[src/rtl/qsp_pkg.sv]
// shared types and constants of the quad serial master channel
package qsp_pkg;

   // ==========================================================
   // transfer line modes
   localparam logic [1:0] QSP_LINES_SINGLE = 2'h0;
   localparam logic [1:0] QSP_LINES_DUAL   = 2'h1;
   localparam logic [1:0] QSP_LINES_QUAD   = 2'h2;

   localparam logic [3:0] QSP_OE_SINGLE    = 4'h1;
   localparam logic [3:0] QSP_OE_DUAL      = 4'h3;
   localparam logic [3:0] QSP_OE_QUAD      = 4'hf;
   localparam logic [3:0] QSP_OE_NONE      = 4'h0;

   // ==========================================================
   // reset values
   localparam logic       QSP_TX_EMPTY_RST = 1'b1;
   localparam logic       QSP_FLAG_RST     = 1'b0;
   localparam logic [4:0] QSP_CNT_RST      = 5'h00;

   // ==========================================================
   // defaults for sizing
   localparam int QSP_DATA_W     = 16;
   localparam int QSP_FIFO_DEPTH = 8;

   // ==========================================================
   // mode configuration
   typedef struct packed {
      logic       input_pull_enable;
      logic       master_clock_nodivide;
      logic       low_bit_first;
      logic       clock_phase_sel;
      logic       clock_polarity_sel;
      logic       master_select;
      logic [1:0] line_count_mode;
      logic [3:0] char_clock_count;
      logic [3:0] drive_clock_count;
   } qsp_mode_t;

   // memory mapped read configuration, held only
   typedef struct packed {
      logic [3:0]  select_negate_period;
      logic [11:0] remap_base;
      logic [3:0]  dummy_drive_length;
      logic [3:0]  dummy_length;
      logic [1:0]  data_phase_lines;
      logic [1:0]  dummy_phase_lines;
      logic [1:0]  addr_phase_lines;
      logic        addr_size_sel;
      logic [7:0]  xip_enter_byte;
      logic [7:0]  xip_exit_byte;
   } qsp_mmap_t;

   // event flags, also used for enables and clears
   typedef struct packed {
      logic tx_empty;
      logic tx_end;
      logic rx_full;
      logic overrun;
   } qsp_flags_t;

   typedef enum logic {
      QSP_ST_IDLE,
      QSP_ST_RUN
   } qsp_state_t;

endpackage

[src/rtl/qsp_master.sv]
// quad serial master channel: transmit fifo, shift engine, flags and dma requests

// ==========================================================
// fifo
module qsp_fifo #(
   parameter int WIDTH = 16,
   parameter int DEPTH = 8
) (
   // clock and reset
   input  wire logic             clk,
   input  wire logic             rst_n,
   input  wire logic             flush,
   // fill side
   input  wire logic             in_valid,
   output logic                  in_ready,
   input  wire logic [WIDTH-1:0] in_data,
   // drain side
   output logic                  out_valid,
   input  wire logic             out_ready,
   output logic      [WIDTH-1:0] out_data
);
   localparam int AW = $clog2(DEPTH);
   localparam logic [AW:0] FULL = (AW + 1)'(DEPTH);

   if (DEPTH < 2 || (1 << AW) != DEPTH)
   begin : g_chk
      $error("fifo depth must be a power of two");
   end

   logic [WIDTH-1:0] mem_q [DEPTH];
   logic [AW-1:0]    wr_q;
   logic [AW-1:0]    rd_q;
   logic [AW:0]      cnt_q;
   logic [AW:0]      cnt_d;
   logic             push;
   logic             pop;

   assign push      = in_valid & in_ready;
   assign pop       = out_valid & out_ready;
   assign out_valid = (cnt_q != '0);
   assign out_data  = mem_q[rd_q];

   always_comb
   begin
      cnt_d = cnt_q;
      if (flush)
         cnt_d = '0;
      else if (push & ~pop)
         cnt_d = cnt_q + 1'b1;
      else if (pop & ~push)
         cnt_d = cnt_q - 1'b1;
   end

   always_ff @(posedge clk or negedge rst_n)
   begin
      if (!rst_n)
      begin
         wr_q     <= '0;
         rd_q     <= '0;
         cnt_q    <= '0;
         in_ready <= 1'b1;
      end
      else
      begin
         wr_q     <= flush ? '0 : (push ? wr_q + 1'b1 : wr_q);
         rd_q     <= flush ? '0 : (pop ? rd_q + 1'b1 : rd_q);
         cnt_q    <= cnt_d;
         in_ready <= (cnt_d != FULL);
      end
   end

   // storage needs no reset, only valid entries are read
   always_ff @(posedge clk)
   begin
      if (push)
         mem_q[wr_q] <= in_data;
   end
endmodule // qsp_fifo

// ==========================================================
// channel top
module qsp_master #(
   parameter int DATA_W = qsp_pkg::QSP_DATA_W,
   parameter int DEPTH  = qsp_pkg::QSP_FIFO_DEPTH
) (
   // clock and reset
   input  wire logic               sys_clk,
   input  wire logic               rst_n,
   // control and configuration
   input  wire qsp_pkg::qsp_mode_t mode_reg,
   input  wire logic               rx_direction,
   input  wire logic               channel_enable,
   input  wire logic               soft_reset_bit,
   input  wire logic               master_select_out,
   input  wire logic               timer_tick,
   input  wire qsp_pkg::qsp_mmap_t mmap_cfg,
   input  wire logic               mmap_cfg_wr,
   output qsp_pkg::qsp_mmap_t      mmap_cfg_q,
   // transmit and receive words
   input  wire logic               tx_wr,
   input  wire logic [DATA_W-1:0]  tx_data_reg,
   output logic                    tx_wr_ready,
   output logic      [DATA_W-1:0]  rx_data_reg,
   // flags and interrupt request
   input  wire qsp_pkg::qsp_flags_t irq_enable_reg,
   input  wire qsp_pkg::qsp_flags_t flag_clr,
   output qsp_pkg::qsp_flags_t     irq_flag_reg,
   output logic                    irq_q,
   // dma requests
   input  wire logic               tx_empty_dma_en,
   input  wire logic               rx_full_dma_en,
   input  wire logic               third_dma_en,
   output logic                    tx_dma_req_q,
   output logic                    rx_dma_req_q,
   output logic                    third_dma_req_q,
   // serial pins
   output logic                    serial_clock_pin,
   output logic                    select_n_pin,
   output logic                    pull_en_pin,
   output logic      [3:0]         serial_data_pins_o,
   output logic      [3:0]         serial_data_pins_oe,
   input  wire logic [3:0]         serial_data_pins_i
);
   import qsp_pkg::*;

   if (DATA_W < 4 || DATA_W > 64)
   begin : g_chk
      $error("data width must be 4 to 64");
   end

   qsp_state_t       state_q;
   qsp_flags_t       flags_d;
   logic             half_q;
   logic [4:0]       cnt_q;
   logic [DATA_W-1:0] tx_sh_q;
   logic [DATA_W-1:0] rx_sh_q;
   logic [DATA_W-1:0] rx_next;
   logic [DATA_W-1:0] rx_word;
   logic [DATA_W-1:0] f_data;
   logic [DATA_W-1:0] ld_word;
   logic [3:0]       din_s1_q;
   logic [3:0]       din_s2_q;
   logic             f_valid;
   logic             take;
   logic             f_pop;
   logic             abort;
   logic             active;
   logic             tick;
   logic             lead;
   logic             trail;
   logic             word_done;
   logic             drive_ev;
   logic             sample_ev;
   logic             single;
   logic             rx_en;
   logic             run_d;
   logic [2:0]       lanes;
   logic [6:0]       bits;
   logic [3:0]       oe_mask;
   logic             set_txe;
   logic             set_end;
   logic             set_rxf;
   logic             set_ovr;

   // ==========================================================
   // input synchronisers
   always_ff @(posedge sys_clk or negedge rst_n)
   begin
      if (!rst_n)
      begin
         din_s1_q <= '0;
         din_s2_q <= '0;
      end
      else
      begin
         din_s1_q <= serial_data_pins_i;
         din_s2_q <= din_s1_q;
      end
   end

   // ==========================================================
   // transmit fifo
   qsp_fifo #(.WIDTH(DATA_W), .DEPTH(DEPTH)) u_fifo (
      .clk       (sys_clk),
      .rst_n     (rst_n),
      .flush     (soft_reset_bit),
      .in_valid  (tx_wr),
      .in_ready  (tx_wr_ready),
      .in_data   (tx_data_reg),
      .out_valid (f_valid),
      .out_ready (take),
      .out_data  (f_data)
   );

   // ==========================================================
   // sequencing terms
   // timer clock sets the half period unless no-divide is chosen
   assign tick      = mode_reg.master_clock_nodivide | timer_tick;
   assign abort     = soft_reset_bit | ~channel_enable;
   assign active    = mode_reg.master_select & ~abort;
   assign lead      = (state_q == QSP_ST_RUN) & tick & ~half_q;
   assign trail     = (state_q == QSP_ST_RUN) & tick & half_q;
   assign word_done = trail & (cnt_q == {1'b0, mode_reg.char_clock_count});
   assign take      = active & ((state_q == QSP_ST_IDLE) | word_done);
   assign f_pop     = take & f_valid;
   assign run_d     = ~abort & (f_pop | ((state_q == QSP_ST_RUN) & ~word_done));
   assign single    = (mode_reg.line_count_mode == QSP_LINES_SINGLE);
   // direction only matters with several lines
   assign rx_en     = single | rx_direction;
   assign drive_ev  = mode_reg.clock_phase_sel ? lead : (trail & ~word_done);
   assign sample_ev = mode_reg.clock_phase_sel ? trail : lead;
   assign lanes     = single ? 3'h1 :
                      (mode_reg.line_count_mode == QSP_LINES_DUAL) ? 3'h2 : 3'h4;
   // widen before the product, sixteen quad clocks give 64 bits
   assign bits      = 7'(cnt_q + 5'h01) * 7'(lanes);
   assign oe_mask   = (single) ? QSP_OE_SINGLE :
                      (rx_direction) ? QSP_OE_NONE :
                      (mode_reg.line_count_mode == QSP_LINES_DUAL) ? QSP_OE_DUAL : QSP_OE_QUAD;

   function automatic logic [3:0] out_bits(input logic [DATA_W-1:0] sh, input logic lsb,
                                           input logic [2:0] ln);
      logic [3:0] r;
      r = '0;
      if (lsb)
         r = (ln == 3'h1) ? {3'h0, sh[0]} : (ln == 3'h2) ? {2'h0, sh[1:0]} : sh[3:0];
      else
         r = (ln == 3'h1) ? {3'h0, sh[DATA_W-1]} :
             (ln == 3'h2) ? {2'h0, sh[DATA_W-1 -: 2]} : sh[DATA_W-1 -: 4];
      return r;
   endfunction

   function automatic logic [DATA_W-1:0] shifted(input logic [DATA_W-1:0] sh,
                                                 input logic lsb, input logic [2:0] ln);
      return lsb ? (sh >> ln) : (sh << ln);
   endfunction

   // receive shift-in, line order mirrors the transmit side
   always_comb
   begin
      rx_next = rx_sh_q;
      if (sample_ev)
      begin
         unique case (lanes)
            3'h1:    rx_next = mode_reg.low_bit_first ? {din_s2_q[1], rx_sh_q[DATA_W-1:1]}
                                                      : {rx_sh_q[DATA_W-2:0], din_s2_q[1]};
            3'h2:    rx_next = mode_reg.low_bit_first ? {din_s2_q[1:0], rx_sh_q[DATA_W-1:2]}
                                                      : {rx_sh_q[DATA_W-3:0], din_s2_q[1:0]};
            default: rx_next = mode_reg.low_bit_first ? {din_s2_q[3:0], rx_sh_q[DATA_W-1:4]}
                                                      : {rx_sh_q[DATA_W-5:0], din_s2_q[3:0]};
         endcase
      end
      // short low-first words sit at the top and must be brought down
      rx_word = rx_next;
      if (mode_reg.low_bit_first && (32'(bits) < DATA_W))
         rx_word = rx_next >> (DATA_W - 32'(bits));
   end

   // ==========================================================
   // shift engine
   assign ld_word = f_data;

   always_ff @(posedge sys_clk or negedge rst_n)
   begin
      if (!rst_n)
      begin
         state_q            <= QSP_ST_IDLE;
         half_q             <= 1'b0;
         cnt_q              <= QSP_CNT_RST;
         tx_sh_q            <= '0;
         rx_sh_q            <= '0;
         serial_clock_pin   <= 1'b0;
         serial_data_pins_o <= '0;
      end
      else if (abort)
      begin
         // partial word is dropped and the clock parks at idle level
         state_q            <= QSP_ST_IDLE;
         half_q             <= 1'b0;
         cnt_q              <= QSP_CNT_RST;
         tx_sh_q            <= '0;
         rx_sh_q            <= '0;
         serial_clock_pin   <= mode_reg.clock_polarity_sel;
         serial_data_pins_o <= '0;
      end
      else if (f_pop)
      begin
         state_q  <= QSP_ST_RUN;
         half_q   <= 1'b0;
         cnt_q    <= QSP_CNT_RST;
         rx_sh_q  <= '0;
         serial_clock_pin <= mode_reg.clock_polarity_sel;
         // phase 0 presents the first bits before the leading edge
         if (!mode_reg.clock_phase_sel)
         begin
            serial_data_pins_o <= rx_en & ~single ? '0 :
                                  out_bits(ld_word, mode_reg.low_bit_first, lanes);
            tx_sh_q <= shifted(ld_word, mode_reg.low_bit_first, lanes);
         end
         else
            tx_sh_q <= ld_word;
      end
      else
      begin
         if (word_done)
            state_q <= QSP_ST_IDLE;
         if (lead)
         begin
            half_q           <= 1'b1;
            serial_clock_pin <= ~mode_reg.clock_polarity_sel;
         end
         if (trail)
         begin
            half_q           <= 1'b0;
            cnt_q            <= cnt_q + 5'h01;
            serial_clock_pin <= mode_reg.clock_polarity_sel;
         end
         if (state_q == QSP_ST_IDLE)
            serial_clock_pin <= mode_reg.clock_polarity_sel;
         if (drive_ev)
         begin
            // receive in dual or quad drives nothing
            serial_data_pins_o <= rx_en & ~single ? '0 :
                                  out_bits(tx_sh_q, mode_reg.low_bit_first, lanes);
            tx_sh_q <= shifted(tx_sh_q, mode_reg.low_bit_first, lanes);
         end
         rx_sh_q <= rx_next;
      end
   end

   always_ff @(posedge sys_clk or negedge rst_n)
   begin
      if (!rst_n)
         serial_data_pins_oe <= QSP_OE_NONE;
      else
         serial_data_pins_oe <= run_d ? oe_mask : QSP_OE_NONE;
   end

   // ==========================================================
   // receive buffer
   always_ff @(posedge sys_clk or negedge rst_n)
   begin
      if (!rst_n)
         rx_data_reg <= '0;
      else if (word_done & rx_en & ~abort)
         rx_data_reg <= rx_word;
   end

   // ==========================================================
   // flags, set wins over clear
   assign set_txe = f_pop;
   assign set_end = word_done & ~f_pop & ~abort;
   assign set_rxf = word_done & rx_en & ~abort;
   assign set_ovr = set_rxf & irq_flag_reg.rx_full;

   always_comb
   begin
      flags_d.tx_empty = set_txe | (irq_flag_reg.tx_empty & ~flag_clr.tx_empty);
      flags_d.tx_end   = set_end | (irq_flag_reg.tx_end & ~flag_clr.tx_end);
      flags_d.rx_full  = set_rxf | (irq_flag_reg.rx_full & ~flag_clr.rx_full);
      flags_d.overrun  = set_ovr | (irq_flag_reg.overrun & ~flag_clr.overrun);
      if (soft_reset_bit)
         flags_d = '{QSP_TX_EMPTY_RST, QSP_FLAG_RST, QSP_FLAG_RST, QSP_FLAG_RST};
   end

   always_ff @(posedge sys_clk or negedge rst_n)
   begin
      if (!rst_n)
      begin
         irq_flag_reg <= '{QSP_TX_EMPTY_RST, QSP_FLAG_RST, QSP_FLAG_RST, QSP_FLAG_RST};
         irq_q        <= 1'b0;
      end
      else
      begin
         irq_flag_reg <= flags_d;
         irq_q        <= |(flags_d & irq_enable_reg);
      end
   end

   // ==========================================================
   // dma requests, one pulse per event
   always_ff @(posedge sys_clk or negedge rst_n)
   begin
      if (!rst_n)
      begin
         tx_dma_req_q    <= 1'b0;
         rx_dma_req_q    <= 1'b0;
         third_dma_req_q <= 1'b0;
      end
      else
      begin
         tx_dma_req_q    <= tx_empty_dma_en & set_txe;
         rx_dma_req_q    <= rx_full_dma_en & set_rxf;
         third_dma_req_q <= third_dma_en & set_end;
      end
   end

   // ==========================================================
   // pins and held configuration
   always_ff @(posedge sys_clk or negedge rst_n)
   begin
      if (!rst_n)
      begin
         select_n_pin <= 1'b1;
         pull_en_pin  <= 1'b0;
         mmap_cfg_q   <= '0;
      end
      else
      begin
         select_n_pin <= ~(master_select_out & active);
         pull_en_pin  <= mode_reg.input_pull_enable;
         if (mmap_cfg_wr)
            mmap_cfg_q <= mmap_cfg;
      end
   end
endmodule // qsp_master

[config.mk]
export PLATFORM = sky130hd
export DESIGN_NAME = qsp_master
export DESIGN_NICKNAME = d
export VERILOG_FILES = /design/src/rtl/qsp_pkg.sv /design/src/rtl/qsp_master.sv
export SDC_FILE = /design/constraint.sdc
export NUM_CORES = 1
export LEC_CHECK = 0
export ABC_CLOCK_PERIOD_IN_PS = 4040
export BUFFER_PORTS_ARGS = -buffer_cell sky130_fd_sc_hd__buf_4
export CAP_MARGIN = 10
export CORE_MARGIN = 2
export CORE_UTILIZATION = 40
export DETAILED_ROUTE_END_ITERATION = 8
export HOLD_SLACK_MARGIN = 0.05
export PLACE_DENSITY = 0.6
export SLEW_MARGIN = 5
export SYNTH_ARGS = -nofsm -noshare
export SYNTH_HDL_FRONTEND = slang
export SYNTH_SLANG_ARGS = --single-unit
[constraint.sdc]
create_clock -name sys_clk -period 4.04 [get_ports sys_clk]
set_clock_uncertainty 0.05 [all_clocks]
set_input_delay 0 -clock sys_clk [delete_from_list [all_inputs] [get_ports sys_clk]]
set_output_delay 0 -clock sys_clk [all_outputs]
set_load 0.02 [all_outputs]
==> results of run 1 <==
[worst max-delay path, stage by stage, from the launching register on]
cell	delay, ns
sky130_fd_sc_hd__dfrtp_1	0.36
sky130_fd_sc_hd__buf_4	0.19
sky130_fd_sc_hd__nand3_1	0.19
sky130_fd_sc_hd__xor2_1	0.21
sky130_fd_sc_hd__nand2b_1	0.17
sky130_fd_sc_hd__fa_1	0.54
sky130_fd_sc_hd__inv_1	0.06
sky130_fd_sc_hd__ha_1	0.26
sky130_fd_sc_hd__a21o_1	0.17
sky130_fd_sc_hd__a21oi_1	0.16
sky130_fd_sc_hd__xor2_1	0.29
sky130_fd_sc_hd__and3_1	0.23
sky130_fd_sc_hd__nand2_1	0.09
sky130_fd_sc_hd__buf_4	0.19
sky130_fd_sc_hd__or3_1	0.37
sky130_fd_sc_hd__a41oi_2	0.19
[per-layer routing]
layer  part of all wire, %  track usage [%]  routed length (µm)
met1                    43             31.1               18000
met2                    48             36.2               19700
met3                   6.6             3.49                2740
met4                   2.5             6.46                1020
met5                     0                0                   0
[stage by stage]
step / setup slack, ns / utilization [%] / hold WS (ns) / TNS, ns
global placement: 0.152 / 46.1 / 0.0604 / 0
global route: -0.0284 / 53.2 / 0.0738 / -0.0693
floorplan: 0.0766 / - / -0.346 / 0
finish: 0.235 / 53.2 / 0.0459 / 0
detailed placement: 0.104 / 46.1 / 0.0644 / 0
CTS: 0.0827 / 53.0 / 0.0595 / 0
[report_power, final]
part | switching [mW] | leakage [nW] | internal [mW]
Combinational | 0.623 | 3.90 | 0.528
Clock | 1.09 | 0.476 | 1.62
Sequential | 0.0795 | 2.95 | 2.97
Total | 1.79 | 7.32 | 5.12
[cells in the mapped netlist (7+ instances only)]
library cell               number  area share, %
sky130_fd_sc_hd__dfrtp_1      136             24
sky130_fd_sc_hd__buf_6         12           0.96
sky130_fd_sc_hd__nor3_1        26           0.92
sky130_fd_sc_hd__and2_1        13           0.57
sky130_fd_sc_hd__nor2_1        89            2.4
sky130_fd_sc_hd__mux2_2        56            4.5
sky130_fd_sc_hd__nand2b_1      26            1.1
sky130_fd_sc_hd__nand2_1      114            3.0
sky130_fd_sc_hd__edfxtp_1     128             27
sky130_fd_sc_hd__a311oi_1      10           0.62
sky130_fd_sc_hd__mux4_2        40            6.4
sky130_fd_sc_hd__a32oi_1        7           0.43
sky130_fd_sc_hd__o22ai_1       10           0.44
sky130_fd_sc_hd__o32ai_1       10           0.62
sky130_fd_sc_hd__a211oi_1      12           0.64
sky130_fd_sc_hd__mux2i_1       37            2.6
sky130_fd_sc_hd__o21a_1         8           0.42
sky130_fd_sc_hd__a22oi_1       10           0.53
sky130_fd_sc_hd__buf_2         20           0.71
sky130_fd_sc_hd__a21oi_1       56            2.0
sky130_fd_sc_hd__inv_1         24           0.64
sky130_fd_sc_hd__o21ai_0       39            1.4
sky130_fd_sc_hd__xnor2_1       11           0.68
sky130_fd_sc_hd__clkbuf_1      44            1.2
sky130_fd_sc_hd__o211ai_1       9           0.48
sky130_fd_sc_hd__and3_1         7           0.31
sky130_fd_sc_hd__ha_1          11           0.97
sky130_fd_sc_hd__nand3_1       27           0.96
sky130_fd_sc_hd__a31oi_1       15           0.66
sky130_fd_sc_hd__xor2_1        14           0.87
sky130_fd_sc_hd__nor2b_1       13           0.57
[layout make-up]
type | instances | area, µm² | area share [%]
clock buffers | 41 | 832 | 4.51
clock inverters | 11 | 143 | 0.773
inverters | 27 | 104 | 0.563
multi-input cells | 816 | 6310 | 34.2
flip-flops and latches | 267 | 7330 | 39.7
well taps | 455 | 569 | 3.08
repair buffers | 372 | 3170 | 17.2
[kinds of logic after synthesis]
family | Yosys count
simple gates | 349
compound gates | 282
flops | 267
mux | 142
buf+inv | 114
xor+xnor | 27
fa+ha+maj | 16
[how the worst max path moves through the flow]
stage / startpoint / to / cells after the start
floorplan: mode_reg[9] / rx_data_reg[10] / 20
global placement: cnt_q[1] / rx_data_reg[3] / 16
detailed placement: cnt_q[1] / rx_data_reg[3] / 16
CTS: cnt_q[1] / rx_data_reg[3] / 16
global route: cnt_q[1] / rx_data_reg[0] / 16
finish: cnt_q[0] / rx_data_reg[0] / 15
[repair_timing]
item | in CTS | in global routing
endpoints found under the setup margin | 0 | 15
buffers inserted | 0 | 1
gates resized for setup | 0 | 6
hold buffers | 143 | 1
endpoints found under the hold margin | 320 | 1
==> metrics.cfg, run 1 <==
[layout]
signed_area_change_from_the_synthesized_netlist_to_the_final_layout_pct = 30.5
drive_gt1_share_pct = 27.4
layout.filler_cells = 2988
number_of_antenna_repair_diodes = 0
layout_common_cells = sky130_fd_sc_hd__buf_4 (225), sky130_fd_sc_hd__dlygate4sd3_1 (144), sky130_fd_sc_hd__dfrtp_1 (135)
final_net_count = 1632
reg.largest.list = u_fifo.mem_q: 128 flops, mmap_cfg_q: 47 flops
stdcell_count = 1989
largest_register_ff_count = 128
largest-register = u_fifo.mem_q
final_design_area_no_fill_mm2 = 0.0185
most_frequent_standard_cell_in_the_layout_excluding_fill_and_tap_cells = sky130_fd_sc_hd__buf_4

[worst_setup_path]
r2r_cells = 15
cp.arrival_ns = 4.24
crit_path_max_fanout = 11
worstReg2RegEnd = rx_data_reg[0]
crit_path_required_time_ns = 4.48
crit_type = register to register
end_kind = register
timing.reg2reg.setup_slack_ns = 0.24
r2r-start = cnt_q[0]
startpoint_types = register

[grt]
vias_in_the_first_global_route = 11200
groute.usage.overall_pct = 22.3
grt_first_pass_wirelength_mm = 64.3
grt_remaining_overflow = 0
pin_count_of_the_biggest_net_entering_global_routing = 101
grt_antenna_before_repair = 0

[synth]
synthesis.yosys.warnings = 0
yosys.area_share.adder_pct = 1.68
synth-edff-count = 128
main_combinational_cell_family_by_area_after_synthesis = compound AO/OA/AOI/OAI gates
avgSynthCellArea_um2 = 11.8
synth_xor_xnor_area_share_pct = 1.78
synth_cells = 1197
synth_simple_gate_area_share_pct = 11.7
yosys-mux-area-fraction_pct = 14.4
ys_dominant_reg_cell = sky130_fd_sc_hd__dfrtp_1
synth-async-reset-ratio_pct = 52.1
seq_area_frac_synth_pct = 51.8
ys_ff_latch = 267
synth.distinct_cells = 93
mappedNetlistNets = 1316
synth_compound_area_share_pct = 14.7
netlist_area_mm2 = 0.0141

[clocking]
cts_max_path_buffers = 3
tritoncts = built
cts.htree.levels = 1
numClockSinks = 267
clock_latency_ns = 0.56
cts-buffers-inserted = 29
clockRootBuffer = sky130_fd_sc_hd__clkbuf_16
clk_pin_slew_ns = 0.06

[status]
outcome = finished clean

[route]
dr.pass1.iters = 5
drt_iter0_drc = 951
via_count = 11300
drt_wl_total_mm = 41.5
post_drt_wl_per_cell_um = 20.9
drc = 0
post_drt_via_cell_ratio = 5.67
ant_nets = 0

[run]
max_cap_viol_count = 0

[timing]
slew_headroom_pct = 35.9
max_clock_freq_ghz = 0.263
final_period_util_pct = 94.2
timing_hold_violations_final = 0
tightest_slew_ns = 0.961
final-setup-viol-count = 0
final-max-slew-violation-count = 0
layout_min_cycle_time_ns = 3.80

[power_and_ir_drop]
power-per-cell-area_mw_per_mm2 = 375
ir_worst_vdd_v = 0.000364
power_leakage_nw = 7.32
finalPower_mw = 6.91

[floorplanning]
core_area_mm2 = 0.0347
fp.dieArea_mm2 = 0.0369
number_of_top_level_pins = 186
floorplan.rows = 68
start_util_pct = 40.8
die_w_um = 192
fp.dieH_um = 192

[place]
detailed_place.area_mm2 = 0.0160
post-dp-hpwl_mm = 27.1
routabilityCongestion = 0.916
post-place-cells = 1792
numPortBuffers = 181

[hold_path]
worst_hold_path_type = input pin to async pin

Power figures use the tool's default switching activity.
==> inputs of run 2 (changes only) <==
ABC_AREA = 1   (was default)
==> run 2 against run 1 <==
  * Sequential share of layout area grew 0.082 points
  * First-iteration DRC count is 13% higher
  * Hold slack better by 0.040 ns
  * Clock-buffer cell count is 1 lower
  * Sequential power is essentially flat
  * Critical path type is now input pin to register
  * Critical endpoint is now irq_q
==> metrics.cfg, run 2 <==
[worst_setup_path]
crit_path_required_time_ns = 4.44
end_kind = register
startpoint_types = input pin
cp.arrival_ns = 4.17
crit_path_max_fanout = 21
crit_type = input pin to register

[floorplanning]
fp.dieH_um = 192
fp.dieArea_mm2 = 0.0368
core_area_mm2 = 0.0346
number_of_top_level_pins = 186
start_util_pct = 40.7
floorplan.rows = 68
die_w_um = 192

[route]
post_drt_via_cell_ratio = 5.40
ant_nets = 0
via_count = 13000
drt_iter0_drc = 1078
post_drt_wl_per_cell_um = 18.2
drt_wl_total_mm = 44.0
dr.pass1.iters = 6
drc = 0

[timing]
slew_headroom_pct = 52.5
grt_setup_unrepaired = no
layout_min_cycle_time_ns = 3.77
holdWs_ns = 0.0860
final_period_util_pct = 93.3
max_clock_freq_ghz = 0.265
final-setup-viol-count = 0
timing_hold_violations_final = 0
post-route-worst-setup-slack_ns = 0.270
tightest_slew_ns = 0.712
final-max-slew-violation-count = 0
fin_setup_tns_ns = 0

[power_and_ir_drop]
ir_worst_vdd_v = 0.000322
p_seq_share_pct = 44.4
finalPower_mw = 6.85
power-per-cell-area_mw_per_mm2 = 372
cellInternalPower_mw = 4.99
switching_share_pct = 27.1
power_frac_clock_pct = 39.1
power_leakage_nw = 8.07
comb_power_share_pct = 16.4
netSwitchingPower_mw = 1.86

[synth]
mappedNetlistNets = 1740
synth_cells = 1621
yosys.area.top_type = sky130_fd_sc_hd__edfxtp_1
seq_area_frac_synth_pct = 51.9
synth-edff-count = 128
synth.distinct_cells = 52
synthesis.yosys.warnings = 0
synth_top_cells_by_count = sky130_fd_sc_hd__nand2_1 (348), sky130_fd_sc_hd__nor2_1 (216), sky130_fd_sc_hd__nand3_1 (156)
ys_dominant_reg_cell = sky130_fd_sc_hd__dfrtp_1
top_area_cells_in_the_synthesized_netlist = sky130_fd_sc_hd__edfxtp_1 (27%), sky130_fd_sc_hd__dfrtp_1 (24%), sky130_fd_sc_hd__nand2_1 (9.3%)
ys_ff_latch = 267
synth_top_cell_area_share_pct = 27.3
avgSynthCellArea_um2 = 8.70
post-synth-top-count-cell = sky130_fd_sc_hd__nand2_1
netlist_area_mm2 = 0.0141
synth-async-reset-ratio_pct = 52.1

[layout]
most_frequent_standard_cell_in_the_layout_excluding_fill_and_tap_cells = sky130_fd_sc_hd__nand2_1
layout.filler_cells = 3141
final_net_count = 2056
reg.largest.list = u_fifo.mem_q: 128 flops, mmap_cfg_q: 47 flops
largest_register_ff_count = 128
drive_gt1_share_pct = 18.8
signed_area_change_from_the_synthesized_netlist_to_the_final_layout_pct = 30.7
stdcell_count = 2415
layout_common_cells = sky130_fd_sc_hd__nand2_1 (348), sky130_fd_sc_hd__buf_4 (217), sky130_fd_sc_hd__nor2_1 (214)
largest-register = u_fifo.mem_q

[grt]
grt_util_met3_pct = 3.05
globalRoute.busiestLayer = met2
grt.met2_usage_pct = 39.2
grt_first_pass_wirelength_mm = 69.2
grt_remaining_overflow = 0
pin_count_of_the_biggest_net_entering_global_routing = 68
grt_antenna_before_repair = 1
groute.usage.overall_pct = 23.7
use_met1_pct = 32.7
vias_in_the_first_global_route = 12700

[hold_path]
worst_hold_path_type = input pin to register

[clocking]
clockRootBuffer = sky130_fd_sc_hd__clkbuf_16
clk_pin_slew_ns = 0.06
tritoncts = built
cts-buffers-inserted = 30
cts.htree.levels = 1
numClockSinks = 267
clock_latency_ns = 0.57
cts_max_path_buffers = 3

[place]
routabilityCongestion = 0.914
numPortBuffers = 181
dpl_worst_slack_ns = 0.144
post-place-cells = 2201
post-dp-hpwl_mm = 27.6

[run]
max_cap_viol_count = 0

[status]
outcome = finished clean

==> run 2: kinds of logic after synthesis <==
group	count (synthesis)	synth area share [%]
AND/OR/NAND/NOR	788	24.2
AO/OA/AOI/OAI	298	12.0
flip-flops	267	51.9
buffers and inverters	198	6.06
multiplexers	47	3.75
adder cells (fa/ha/maj)	16	1.69
XOR/XNOR	7	0.435
==> run 2: final cells by class <==
| cell class | instances | area (µm²) | area share [%] |
|---|---|---|---|
| Antenna cell | 1 | 2.50 | 0.0136 |
| Clock buffer | 40 | 818 | 4.44 |
| Clock inverter | 14 | 136 | 0.740 |
| Inverter | 111 | 422 | 2.29 |
| Multi-Input combinational cell | 1157 | 5970 | 32.4 |
| Sequential cell | 267 | 7330 | 39.8 |
| Tap cell | 455 | 569 | 3.09 |
| Timing Repair Buffer | 370 | 3180 | 17.3 |
==> run 2: final timing paths <==
| path | cells past startpoint | slack (ns) | end | start |
|---|---|---|---|---|
| worst min-delay path | 2 | 0.09 | din_s1_q[2] | serial_data_pins_i[2] |
| worst max register to register | 23 | 0.28 | rx_data_reg[2] | cnt_q[0] |
| min in group asynchronous | 3 | 0.36 | tx_sh_q[0] | rst_n |
| worst min register to register | 0 | 0.29 | din_s2_q[2] | din_s1_q[2] |
| max in group asynchronous | 4 | 2.87 | mmap_cfg_q[23] | rst_n |
| worst max-delay path | 18 | 0.27 | irq_q | mode_reg[14] |
==> run 2: repair_timing <==
action,CTS,global route
hold buffers,151,0
hold endpoints to repair,304,0
buffers inserted,0,7
gates resized for setup,0,13
endpoints found under the setup margin,0,16
==> run 2: layer usage <==
metal | share of wire, % | vias to the layer above | wire [µm]
li1 | - | 6194 | -
met1 | 43 | 6238 | 19000
met2 | 48 | 508 | 21200
met3 | 6.2 | 95 | 2730
met4 | 2.4 | 0 | 1070
met5 | 0 | - | 0
==> run 2: critical path, stage by stage <==
cell and delay [ns]:
sky130_fd_sc_hd__dlygate4sd3_1 0.53, sky130_fd_sc_hd__buf_4 0.10, sky130_fd_sc_hd__inv_1 0.03, sky130_fd_sc_hd__nand2_1 0.14, sky130_fd_sc_hd__dlygate4sd3_1 0.61, sky130_fd_sc_hd__nand2_1 0.12
sky130_fd_sc_hd__nor2_4 0.16, sky130_fd_sc_hd__inv_2 0.09, sky130_fd_sc_hd__nor2_1 0.17, sky130_fd_sc_hd__inv_2 0.06, sky130_fd_sc_hd__nand2_2 0.10, sky130_fd_sc_hd__nand2_2 0.36
sky130_fd_sc_hd__nand2_1 0.31, sky130_fd_sc_hd__a21oi_1 0.12, sky130_fd_sc_hd__nand2_1 0.07, sky130_fd_sc_hd__dlygate4sd3_1 0.54, sky130_fd_sc_hd__nand4_1 0.09, sky130_fd_sc_hd__dlygate4sd3_1 0.58
==> run 2: through the flow <==
stage	cell area, µm²	utilization [%]
2_1_floorplan	14100	-
3_3_place_gp	15800	45.7
3_5_place_dp	15800	45.7
4_1_cts	18300	52.9
5_1_grt	18400	53.2
6_report	18400	53.2
==> run 2: power by group through the flow <==
stage / sequential [mW] / combinational [mW] / clock (mW)
2_1_floorplan: 3.15 / 0.513 / 0
3_3_place_gp: 3.09 / 0.949 / 0
3_5_place_dp: 3.09 / 0.957 / 0
4_1_cts: 3.04 / 1.11 / 2.71
5_1_grt: 3.06 / 1.24 / 2.83
6_report: 3.04 / 1.13 / 2.68
==> inputs of run 3 (changes only) <==
CELL_PAD_IN_SITES_DETAIL_PLACEMENT = 2   (was default)
CELL_PAD_IN_SITES_GLOBAL_PLACEMENT = 2   (was default)
CORE_UTILIZATION = 35   (was 40)
PLACE_DENSITY = 0.8   (was 0.6)
==> run 3 against run 2 <==
  * Design area up 1.9%
  * First-iteration DRC count down 6.9%
  * Utilization down 5.9 points
  * Maximum frequency down 2.9%
  * Die area up 14%
  * Power up 12%
  * Non-clock buffer count down 5
  * Critical path type unchanged
  * Hold slack worse by 0.039 ns
  * Register-to-register slack worse by 0.10 ns
  * Combinational power up 12%
  * Via count up 7.7%
==> metrics.cfg, run 3 (synthesized netlist as in run 2, its figures left out) <==
[power_and_ir_drop]
netSwitchingPower_mw = 2.34
ir_worst_vdd_v = 0.000543
power_frac_clock_pct = 43.3
comb_power_share_pct = 16.6
cellInternalPower_mw = 5.33
p_seq_share_pct = 40.1
switching_share_pct = 30.5
power-per-cell-area_mw_per_mm2 = 409
power_leakage_nw = 8.17

[timing]
post-route-worst-setup-slack_ns = 0.159
layout_min_cycle_time_ns = 3.88
final-setup-viol-count = 0
tightest_slew_ns = 0.997
final_period_util_pct = 96.1
final-max-slew-violation-count = 0
slew_headroom_pct = 33.6
timing_hold_violations_final = 0
max_clock_freq_ghz = 0.258

[route]
drt_iter0_drc = 1004
drc = 0
post_drt_wl_per_cell_um = 27.1
via_count = 14000
drt_wl_total_mm = 67.6
dr.pass1.iters = 5
post_drt_via_cell_ratio = 5.64
ant_nets = 0

[place]
routabilityCongestion = 0.845
post-dp-hpwl_mm = 36.2
dpl_worst_slack_ns = -0.00202
numPortBuffers = 181

[grt]
grt_antenna_before_repair = 1
groute.usage.overall_pct = 32.0
grt_remaining_overflow = 0
pin_count_of_the_biggest_net_entering_global_routing = 92
vias_in_the_first_global_route = 16000
grt_first_pass_wirelength_mm = 100

[worst_setup_path]
cp.arrival_ns = 4.28
r2r_cells = 22
crit_type = input pin to register
crit_path_required_time_ns = 4.44
startpoint_types = input pin
crit_path_max_fanout = 23
end_kind = register

[clocking]
clock_latency_ns = 0.58
clk_pin_slew_ns = 0.07
tritoncts = built
clockRootBuffer = sky130_fd_sc_hd__clkbuf_16
cts.htree.levels = 2
numClockSinks = 267
cts-buffers-inserted = 35
cts_max_path_buffers = 3

[layout]
final_net_count = 2056
layout_common_cells = sky130_fd_sc_hd__nand2_1 (338), sky130_fd_sc_hd__buf_4 (218), sky130_fd_sc_hd__nor2_1 (212)
drive_gt1_share_pct = 20.9
reg.largest.list = u_fifo.mem_q: 128 flops, mmap_cfg_q: 47 flops
signed_area_change_from_the_synthesized_netlist_to_the_final_layout_pct = 33.2
number_of_antenna_repair_diodes = 0
most_frequent_standard_cell_in_the_layout_excluding_fill_and_tap_cells = sky130_fd_sc_hd__nand2_1
largest_register_ff_count = 128
post-route-util_pct = 47.3
largest-register = u_fifo.mem_q

[run]
max_cap_viol_count = 0

[floorplanning]
number_of_top_level_pins = 186
die_w_um = 205
start_util_pct = 35.5
core_area_mm2 = 0.0397
floorplan.rows = 73
fp.dieH_um = 205
fp.dieArea_mm2 = 0.0419

[hold_path]
worst_hold_path_type = input pin to async pin

[status]
outcome = finished clean

-- run 3: cell count changes in the layout (fill, tap and decap cells not counted), moves of 5 or more --
cell | before | now
sky130_fd_sc_hd__clkbuf_16 | 30 | 35
sky130_fd_sc_hd__dlygate4sd3_1 | 150 | 139
sky130_fd_sc_hd__nand2_1 | 348 | 338
sky130_fd_sc_hd__nand2_2 | 8 | 18
sky130_fd_sc_hd__nand3_1 | 155 | 146
sky130_fd_sc_hd__nand3_2 | 2 | 11
-- run 3: power by group through the flow --
stage	sequential, mW	clock (mW)	combinational, mW
3_3_place_gp	3.09	0	0.974
3_5_place_dp	3.10	0	1.02
6_report	3.08	3.32	1.27
2_1_floorplan	3.15	0	0.513
4_1_cts	3.06	3.20	1.16
5_1_grt	3.08	3.45	1.36
-- run 3: through the flow --
step | area, µm² | hold WS [ns] | power [mW] | TNS (ns) | std cells
6_report | 18800 | 0.0473 | 7.67 | 0 | 2489
5_1_grt | 18800 | 0.0657 | 7.90 | -0.229 | 2489
4_1_cts | 18500 | 0.0515 | 7.42 | 0 | 2476
3_5_place_dp | 15900 | 0.0606 | 4.12 | -0.00202 | 2271
3_3_place_gp | 15900 | 0.0595 | 4.07 | 0 | 2271
2_1_floorplan | 14100 | -0.346 | 3.66 | 0 | 1621
-- run 3: path summary, 6_finish.rpt --
path | end | startpoint | slack [ns]
worst max-delay path | irq_q | timer_tick | 0.16
worst min-delay path | pull_en_pin | rst_n | 0.05
worst max register to register | rx_data_reg[1] | cnt_q[1] | 0.18
worst min register to register | din_s2_q[3] | din_s1_q[3] | 0.30
max in group asynchronous | irq_flag_reg[3] | rst_n | 2.75
min in group sys_clk | mmap_cfg_q[22] | mmap_cfg_wr | 0.05
-- run 3: worst max-delay path, stage by stage --
cell and delay, ns:
sky130_fd_sc_hd__dlygate4sd3_1 0.55, sky130_fd_sc_hd__buf_4 0.14, sky130_fd_sc_hd__inv_1 0.05, sky130_fd_sc_hd__nand2_1 0.14
sky130_fd_sc_hd__dlygate4sd3_1 0.63, sky130_fd_sc_hd__nand2_1 0.16, sky130_fd_sc_hd__nor2_4 0.07, sky130_fd_sc_hd__inv_2 0.12
sky130_fd_sc_hd__nor2_1 0.11, sky130_fd_sc_hd__inv_2 0.09, sky130_fd_sc_hd__nand2_2 0.08, sky130_fd_sc_hd__nand2_2 0.08
sky130_fd_sc_hd__buf_6 0.25, sky130_fd_sc_hd__inv_6 0.15, sky130_fd_sc_hd__nor2_2 0.20, sky130_fd_sc_hd__o21ai_1 0.10
sky130_fd_sc_hd__dlygate4sd3_1 0.60, sky130_fd_sc_hd__nand2_1 0.11, sky130_fd_sc_hd__nand4_1 0.08, sky130_fd_sc_hd__dlygate4sd3_1 0.57
-- run 3: area by class of cell --
class                           count  area (µm²)
Clock inverter                     16         199
Timing Repair Buffer              365        3140
Sequential cell                   267        7330
Clock buffer                       48         955
Inverter                          111         430
Fill cell                        4251       20900
Tap cell                          525         657
Multi-Input combinational cell   1156        6060
Timing Repair inverter              1        5.00
-- run 3: routing by layer --
layer / track usage, % / vias up / part of all wire (%)
li1: - / 6159 / -
met2: 57.7 / 515 / 52
met4: 16.8 / 0 / 5.3
met5: 0 / - / 0
met1: 36.1 / 7167 / 38
met3: 5.62 / 201 / 4.7
-- run 3: what timing repair did --
item                                   4_1_cts  5_1_grt
setup buffers                                2       12
hold buffers                               139        0
endpoints found under the hold margin      317        0
setup endpoints to repair                    8       17
pin swaps                                    1       18
gates cloned                                 0        1
resized for setup                            2       42
